$ cat src/hw/scaler_pkg.sv
// package: constants and carriers for the analog gain/offset scaler
package scaler_pkg;
  // apb register byte offsets
  localparam logic [7:0] OFF_CTRL = 8'h00;
  localparam logic [7:0] OFF_GAIN = 8'h04;
  localparam logic [7:0] OFF_OFFSET = 8'h08;
  localparam logic [7:0] OFF_INVERT = 8'h0c;
  localparam logic [7:0] OFF_RETAIN = 8'h10;
  localparam logic [7:0] OFF_COUNT = 8'h14;
  localparam logic [7:0] OFF_RESULT = 8'h18;
  localparam logic [7:0] OFF_SFIN = 8'h1c;
  localparam logic [7:0] OFF_RETCAP = 8'h20;
  // widths
  localparam int ADC_W = 12;
  localparam int NUM_SF = 16;
  // count limits
  localparam logic [9:0] COUNT_MAX = 10'h3e8;
  localparam logic [ADC_W-1:0] ADC_FULL = 12'hfff;
  // gain in hundredths, limits -10.00 .. +10.00
  localparam logic signed [15:0] GAIN_MAX = 16'sh03e8;
  localparam logic signed [15:0] GAIN_MIN = -16'sh03e8;
  localparam logic signed [15:0] GAIN_SCALE = 16'sh0064;
  // offset limits -10000 .. +10000
  localparam logic signed [15:0] OFFSET_MAX = 16'sh2710;
  localparam logic signed [15:0] OFFSET_MIN = -16'sh2710;
  // reset values and retain-capable function mask
  localparam logic signed [15:0] GAIN_RST = 16'sh0064;
  localparam logic signed [15:0] OFFSET_RST = 16'sh0000;
  localparam logic [NUM_SF-1:0] RETCAP_DEF = 16'h00ff;
  // ctrl field positions
  localparam int CTRL_EN_BIT = 0;
  localparam int CTRL_OVR_BIT = 1;
  // pipeline state
  typedef enum logic [1:0] {ST_IDLE = 2'b00, ST_MUL = 2'b01, ST_ADD = 2'b11} pipe_e;
  // apb request carrier
  typedef struct packed {
    logic psel;
    logic penable;
    logic pwrite;
    logic [7:0] paddr;
    logic [31:0] pwdata;
  } apb_req_s;
  // apb answer carrier
  typedef struct packed {
    logic pready;
    logic pslverr;
    logic [31:0] prdata;
  } apb_rsp_s;
endpackage : scaler_pkg

$ cat src/hw/sat_clamp.sv
// module: signed clamp of a value into an inclusive range
`timescale 1ns/1ps
`default_nettype none
module sat_clamp
(
  // value in
  input wire logic signed [31:0] val_i,
  // bounds
  input wire logic signed [31:0] lo_i,
  input wire logic signed [31:0] hi_i,
  // clamped value out
  output logic signed [31:0] val_o
);
  // clamp combinationally
  always_comb
  begin
    if (val_i > hi_i)
    begin
      val_o = hi_i;
    end
    else if (val_i < lo_i)
    begin
      val_o = lo_i;
    end
    else
    begin
      val_o = val_i;
    end
  end
endmodule : sat_clamp
`default_nettype wire

$ cat src/hw/analog_gain_offset_scaler.sv
// module: analog count conversion, gain/offset scaling, sf input options
// Contract
// - map zero..full scale linearly onto 0..1000
// - saturate count at 1000 above full scale
// - result is count times gain plus offset
// - gain signed hundredths, -10.00 to +10.00
// - offset signed integer, -10000 to +10000
// - each special function input invertible individually
// - retention only for retain-capable functions
`timescale 1ns/1ps
`default_nettype none
module analog_gain_offset_scaler
  import scaler_pkg::*;
(
  // clock and reset
  input wire logic ref_clk,
  input wire logic sys_rst,
  // apb slave
  input wire scaler_pkg::apb_req_s apb_req,
  output scaler_pkg::apb_rsp_s apb_rsp,
  // converter sample, full scale at all ones, over-range flag
  input wire logic [scaler_pkg::ADC_W-1:0] analog_voltage_input,
  input wire logic analog_over_range,
  input wire logic sample_valid,
  // special function raw logical inputs
  input wire logic [scaler_pkg::NUM_SF-1:0] sf_raw_in,
  // outputs
  output logic signed [31:0] scaled_analog_channel,
  output logic scaled_valid,
  output logic [9:0] internal_count,
  output logic [scaler_pkg::NUM_SF-1:0] special_function_block,
  output logic [scaler_pkg::NUM_SF-1:0] sf_retain
);
  import scaler_pkg::*;

  // register state
  logic ctrl_en_q, ctrl_en_d;                 // scaling enable
  logic signed [15:0] gain_q, gain_d;         // gain, hundredths
  logic signed [15:0] offset_q, offset_d;     // offset, integer
  logic [NUM_SF-1:0] inv_q, inv_d;            // per input invert mask
  logic [NUM_SF-1:0] ret_q, ret_d;            // retention request mask
  logic [31:0] prdata_q, prdata_d;            // read data
  logic pslverr_q, pslverr_d;                 // error flag of answer
  logic ovr_q, ovr_d;                         // sticky over-range seen
  // input synchronisers for pin inputs
  logic [ADC_W-1:0] adc_s1_q, adc_s2_q;
  logic ovr_s1_q, ovr_s2_q, vld_s1_q, vld_s2_q;
  logic [NUM_SF-1:0] sf_s1_q, sf_s2_q;
  // pipeline
  pipe_e st_q, st_d;
  logic [9:0] count_q, count_d;
  logic signed [31:0] prod_q, prod_d;
  logic signed [31:0] res_q, res_d;
  logic res_vld_q, res_vld_d;
  logic [NUM_SF-1:0] sfo_q, sfo_d;
  // helpers
  logic acc, wr, setup;
  logic signed [31:0] gain_clamped, offset_clamped, wdata_s;
  logic [ADC_W+9:0] scaled_raw;

  // apb access strobes, zero wait state
  assign acc = apb_req.psel & apb_req.penable;
  assign wr = acc & apb_req.pwrite;
  assign setup = apb_req.psel & ~apb_req.penable; // setup phase of any transfer
  assign wdata_s = $signed(apb_req.pwdata);

  // clamp gain into -10.00..+10.00
  sat_clamp u_gain_clamp
  (
    .val_i(wdata_s),
    .lo_i(32'(GAIN_MIN)),
    .hi_i(32'(GAIN_MAX)),
    .val_o(gain_clamped)
  );

  // clamp offset into -10000..+10000
  sat_clamp u_offset_clamp
  (
    .val_i(wdata_s),
    .lo_i(32'(OFFSET_MIN)),
    .hi_i(32'(OFFSET_MAX)),
    .val_o(offset_clamped)
  );

  // two-flop synchronisers on all pin inputs
  always_ff @(posedge ref_clk or posedge sys_rst)
  begin
    if (sys_rst)
    begin
      adc_s1_q <= '0;
      adc_s2_q <= '0;
      ovr_s1_q <= 1'b0;
      ovr_s2_q <= 1'b0;
      vld_s1_q <= 1'b0;
      vld_s2_q <= 1'b0;
      sf_s1_q <= '0;
      sf_s2_q <= '0;
    end
    else
    begin
      adc_s1_q <= analog_voltage_input;
      adc_s2_q <= adc_s1_q;
      ovr_s1_q <= analog_over_range;
      ovr_s2_q <= ovr_s1_q;
      vld_s1_q <= sample_valid;
      vld_s2_q <= vld_s1_q;
      sf_s1_q <= sf_raw_in;
      sf_s2_q <= sf_s1_q;
    end
  end

  // register file next values: read data and error at setup, writes at access
  always_comb
  begin
    ctrl_en_d = ctrl_en_q;
    gain_d = gain_q;
    offset_d = offset_q;
    inv_d = inv_q;
    ret_d = ret_q;
    // sticky over-range, set only by a delivered sample, not by idle line noise
    ovr_d = ovr_q | (ovr_s2_q & vld_s2_q);
    prdata_d = prdata_q;
    pslverr_d = pslverr_q;
    if (wr)
    begin
      case (apb_req.paddr)
        OFF_CTRL:
        begin
          ctrl_en_d = apb_req.pwdata[CTRL_EN_BIT];
          // write one clears, a new over-range in the same cycle wins
          if (apb_req.pwdata[CTRL_OVR_BIT])
          begin
            ovr_d = ovr_s2_q & vld_s2_q;
          end
        end
        OFF_GAIN: gain_d = gain_clamped[15:0];
        OFF_OFFSET: offset_d = offset_clamped[15:0];
        OFF_INVERT: inv_d = apb_req.pwdata[NUM_SF-1:0];
        OFF_RETAIN: ret_d = apb_req.pwdata[NUM_SF-1:0] & RETCAP_DEF;
        default: ctrl_en_d = ctrl_en_q; // read only or unmapped: ignored
      endcase
    end
    if (setup)
    begin
      // captured in flops so that data and error stand through the access phase
      pslverr_d = 1'b0;
      case (apb_req.paddr)
        OFF_CTRL: prdata_d = {30'h0, ovr_q, ctrl_en_q};
        OFF_GAIN: prdata_d = 32'(gain_q);
        OFF_OFFSET: prdata_d = 32'(offset_q);
        OFF_INVERT: prdata_d = {16'h0, inv_q};
        OFF_RETAIN: prdata_d = {16'h0, ret_q};
        OFF_COUNT: prdata_d = {22'h0, count_q};
        OFF_RESULT: prdata_d = res_q;
        OFF_SFIN: prdata_d = {16'h0, sfo_q};
        OFF_RETCAP: prdata_d = {16'h0, RETCAP_DEF};
        default:
        begin
          prdata_d = 32'h0;
          pslverr_d = 1'b1;
        end
      endcase
    end
  end

  // register file flops
  always_ff @(posedge ref_clk or posedge sys_rst)
  begin
    if (sys_rst)
    begin
      ctrl_en_q <= 1'b1;
      gain_q <= GAIN_RST;
      offset_q <= OFFSET_RST;
      inv_q <= '0;
      ret_q <= '0;
      ovr_q <= 1'b0;
      prdata_q <= 32'h0;
      pslverr_q <= 1'b0;
    end
    else
    begin
      ctrl_en_q <= ctrl_en_d;
      gain_q <= gain_d;
      offset_q <= offset_d;
      inv_q <= inv_d;
      ret_q <= ret_d;
      ovr_q <= ovr_d;
      prdata_q <= prdata_d;
      pslverr_q <= pslverr_d;
    end
  end

  // zero wait state answer; data and error come from the flops loaded at setup
  always_comb
  begin
    apb_rsp.pready = 1'b1;
    apb_rsp.pslverr = pslverr_q & acc;
    apb_rsp.prdata = prdata_q;
  end

  // linear map of the sample to 0..1000
  assign scaled_raw = 22'(adc_s2_q) * 22'(COUNT_MAX);

  // scaling pipeline next values
  always_comb
  begin
    st_d = st_q;
    count_d = count_q;
    prod_d = prod_q;
    res_d = res_q;
    res_vld_d = 1'b0;
    sfo_d = sf_s2_q ^ inv_q;
    case (st_q)
      ST_IDLE:
      begin
        if (vld_s2_q && ctrl_en_q)
        begin
          if (ovr_s2_q)
          begin
            count_d = COUNT_MAX;
          end
          else
          begin
            count_d = 10'(scaled_raw / 22'(ADC_FULL));
          end
          st_d = ST_MUL;
        end
      end
      ST_MUL:
      begin
        // count times hundredths, then divide truncating toward zero
        prod_d = (32'($signed({1'b0, count_q})) * 32'(gain_q)) / 32'(GAIN_SCALE);
        st_d = ST_ADD;
      end
      ST_ADD:
      begin
        res_d = prod_q + 32'(offset_q);
        res_vld_d = 1'b1;
        st_d = ST_IDLE;
      end
      default: st_d = ST_IDLE;
    endcase
  end

  // scaling pipeline flops
  always_ff @(posedge ref_clk or posedge sys_rst)
  begin
    if (sys_rst)
    begin
      st_q <= ST_IDLE;
      count_q <= 10'h0;
      prod_q <= 32'h0;
      res_q <= 32'h0;
      res_vld_q <= 1'b0;
      sfo_q <= '0;
    end
    else
    begin
      st_q <= st_d;
      count_q <= count_d;
      prod_q <= prod_d;
      res_q <= res_d;
      res_vld_q <= res_vld_d;
      sfo_q <= sfo_d;
    end
  end

  // outputs from flops
  assign scaled_analog_channel = res_q;
  assign scaled_valid = res_vld_q;
  assign internal_count = count_q;
  assign special_function_block = sfo_q;
  assign sf_retain = ret_q;
endmodule : analog_gain_offset_scaler
`default_nettype wire

$ cat config.mk
export PLATFORM = sky130hd
export DESIGN_NAME = analog_gain_offset_scaler
export DESIGN_NICKNAME = d
export VERILOG_FILES = /design/src/hw/scaler_pkg.sv /design/src/hw/sat_clamp.sv /design/src/hw/analog_gain_offset_scaler.sv
export SDC_FILE = /design/constraint.sdc
export NUM_CORES = 1
export LEC_CHECK = 0
export ABC_AREA = 1
export BUFFER_PORTS_ARGS = -buffer_cell sky130_fd_sc_hd__buf_2
export CAP_MARGIN = 0
export CORE_MARGIN = 5
export CORE_UTILIZATION = 39
export DETAILED_ROUTE_END_ITERATION = 7
export MAX_ROUTING_LAYER = met4
export PLACE_DENSITY = 0.64
export SLEW_MARGIN = 10
export SYNTH_ARGS = -nofsm -noshare
export SYNTH_HDL_FRONTEND = slang
export SYNTH_SLANG_ARGS = --single-unit
$ cat constraint.sdc
create_clock -name ref_clk -period 36.7 [get_ports ref_clk]
set_input_delay 3.67 -clock ref_clk [delete_from_list [all_inputs] [get_ports ref_clk]]
set_output_delay 3.67 -clock ref_clk [all_outputs]
set_load 0.005 [all_outputs]
==> key figures <==
Routing
  – Post-DRT Antenna Nets: 0
  – Number of DRC markers in iteration 0: 1,559
  – Drt via density: 4.950
  – Drt total wl: 69.35 mm
  – Top layer in use: met4
  – Via count: 23,050
  – Wl on met1: 32.71 mm
  – Residual DRC count: 0
  – 1st-pass router iterations: 5
  – Met2 Wirelength: 31.42 mm
  – DR WL met3: 3.885 mm
  – Wire per inst: 14.89 um

Synth
  – Ys flop type: dfrtp_1
  – Post-Syn Area per Cell: 7.346 um^2
  – Yosys warns: 0
  – Synth cell types: 79
  – Synthesized flop and latch total: 244
  – Synth Instances: 3,625
  – Fraction of the yosys area taken by sequential cells: 22.95%
  – Cell area after synthesis: 26,630 um^2
  – Ys async rst share: 100.0%
  – EDFF count, synth: 0

Clocking
  – CTS tree: yes
  – CTS buffer count: 26
  – Post-cts resize count: 0
  – CTS clk-pin slew, worst paths: 70 ps
  – Worst-Skew Late Latency: 550 ps
  – Max clock buf depth: 3
  – Setup Buffers After CTS: 0
  – Post-cts hold buffer count: 0
  – Sink Count: 244
  – CTS root buffer: clkbuf_16
  – H-tree Lvls: 1

STA
  – Max-slew violation count: 0
  – Final hold vios: 0
  – RSZ-0062 raised after global routing: false
  – Crit path time final: 17,110 ps
  – Relative slew margins: 33.09%
  – WHS: 346.0 ps
  – Worst Max-Slew Pin Slew: 1001 ps
  – Max Fclk: 58.46 MHz
  – Layout Skew: 14.45 ps
  – Tcrit/Tclk final: 46.61%
  – Final Setup Violations: 0
  – TNS Setup: 0 ps

Layout
  – Post-route cell area: 29,210 um^2
  – Commonest non-fill, non-tap cell in the layout: nand2_1
  – N_diodes: 0
  – Proportion of layout cells with a drive suffix above 1: 15.91%
  – Fill cells: 6,817
  – Most frequent cells in the layout: 914 x nand2_1, 653 x inv_1, 240 x dfrtp_1, 203 x nor2_1, 188 x nand3_1
  – Fin nets: 4,164
  – Multi-input gate area: 17,370 um^2
  – Flip-flop and latch area: 6111 um^2
  – Number of non-filler instances in the completed layout: 4,656
  – Area Growth Syn to Fin: 9.694%

Setup path
  – R2R cell count: 113
  – Critical Path Fanout Max: 46
  – Reg2Reg Setup Slack: 19,590 ps
  – CP arrival: 17,530 ps
  – Crit path launch type: flip-flop
  – Critical path type: reg -> reg
  – Worst Path Required: 37,120 ps
  – Worst R2R End: prod_q[28]
  – CP most frequent cell: nand2_4
  – Worst reg2reg startpoint: internal_count[2]
  – Worst Setup End Kind: flip-flop
  – CP max stage delay: 840 ps
  – CP max stage cell: dfrtp_1

Global route
  – GR Overflow Total: 0
  – Pin count of the biggest net entering global routing: 128
  – Number of global-route vias before repair: 22,270
  – First-pass GRT wire length: 116.0 mm
  – GRT Util Overall: 19.16%
  – Initial antenna violation count: 0

Placed design
  – PortBufs: 174
  – DP HPWL: 56.43 mm
  – Placer Congestion: 0.9131
  – Placed cell area: 28,330 um^2
  – Placed instance count: 4,608

Worst hold path
  – Worst Hold Class: reg -> reg
  – Hold_sp: adc_s1_q[8]
  – Hold EP: adc_s2_q[8]
  – Hold depth: 0

Floorplan
  – IO Pins: 184
  – Core Area: 67,400 um^2
  – DIE HEIGHT: 271.3 um
  – # rows: 95
  – Initial core utilization: 39.51%
  – Die width: 271.3 um
  – Die area: 73,600 um^2

Run
  – Max cap viols: 0

Status
  – Outcome: complete, no violations
## Yosys cell counts, types with 13 or more instances
master	instances	share of area, %
a21oi_1	102	1.9
a31oi_1	29	0.68
clkbuf_1	64	0.90
dfrtp_1	240	23
fa_1	184	14
ha_1	142	6.7
inv_1	654	9.2
inv_2	49	0.69
nand2_1	914	13
nand2_2	112	2.6
nand2_4	50	2.1
nand3_1	188	3.5
nand3_2	27	1.0
nand4_1	68	1.6
nor2_1	203	2.9
nor2_2	25	0.59
nor3_1	26	0.49
nor4_1	13	0.31
o21ai_0	159	3.0
o21ai_1	18	0.34
o22ai_1	21	0.49
or2_2	28	0.66
xnor2_1	24	0.79
xor2_1	90	3.0
## through the flow
step / setup WS, ps / utilization, %
global placement: 20080 / 42.03
CTS: 19530 / 43.34
finish: 19590 / 43.34
floorplan: 22060 / -
detailed placement: 19590 / 42.03
global route: 17820 / 43.34
## state kept, by name (all words and copies together) (netlist names), 16 cells and up
| signal | count |
|---|---|
| gain_q | 16 |
| offset_q | 16 |
| prod_q | 32 |
| sf_s2_q | 16 |
| inv_q | 16 |
| sf_s1_q | 16 |
| prdata_q | 32 |
| special_function_block | 16 |
| scaled_analog_channel | 32 |
## metal layers
metal  vias up  track usage (%)
met2       590            30.94
li1      11610                -
met3        81            1.978
met5         -                -
met1     10770            26.61
met4         0            3.581
## worst max-delay path: cells and delay by family (launching register included)
kind                       cells  cell delay (ps)
AOI/OAI and AO/OA              6              880
xor gates and xnor gates       1              150
and+or+nand+nor               92            10610
adders and majority gates      7             3340
DFF                            1              840
buffers and inverters          7             1110
## worst max path at each step
stage	endpoint	slack, ps	start	cells after the start
2_1_floorplan	prod_q[22]	22060	internal_count[7]	127
3_3_place_gp	prod_q[30]	20080	internal_count[2]	111
3_5_place_dp	prod_q[28]	19590	internal_count[2]	111
4_1_cts	prod_q[28]	19530	internal_count[2]	113
5_1_grt	prod_q[26]	17820	internal_count[2]	120
6_report	prod_q[28]	19590	internal_count[2]	113
## final cells by class
type	count	share of cell area, %
multi-input combinational	2580	59.46
sequential	244	20.92
inverter	722	9.488
tap	873	3.740
timing repair buffer	189	3.367
clock buffer	40	2.716
clock inverter	8	0.3041
## cells by family (layout without fill, tap and decap cells)
group                    Yosys count  after routing  share of synthesized area, %
XOR/XNOR                         119            119                         4.097
multiplexers                       3              3                        0.1269
AND/OR/NAND/NOR                 1710           1710                         31.29
adder cells (fa/ha/maj)          326            326                         20.51
flip-flops                       244            244                         22.95
AO/OA/AOI/OAI                    413            413                         9.083
other                              2              9                       0.02820
buffers and inverters            808            959                         11.92
Power is not shown: default switching activity piles up to over one toggle a cycle in this logic, so the estimate is an artifact.
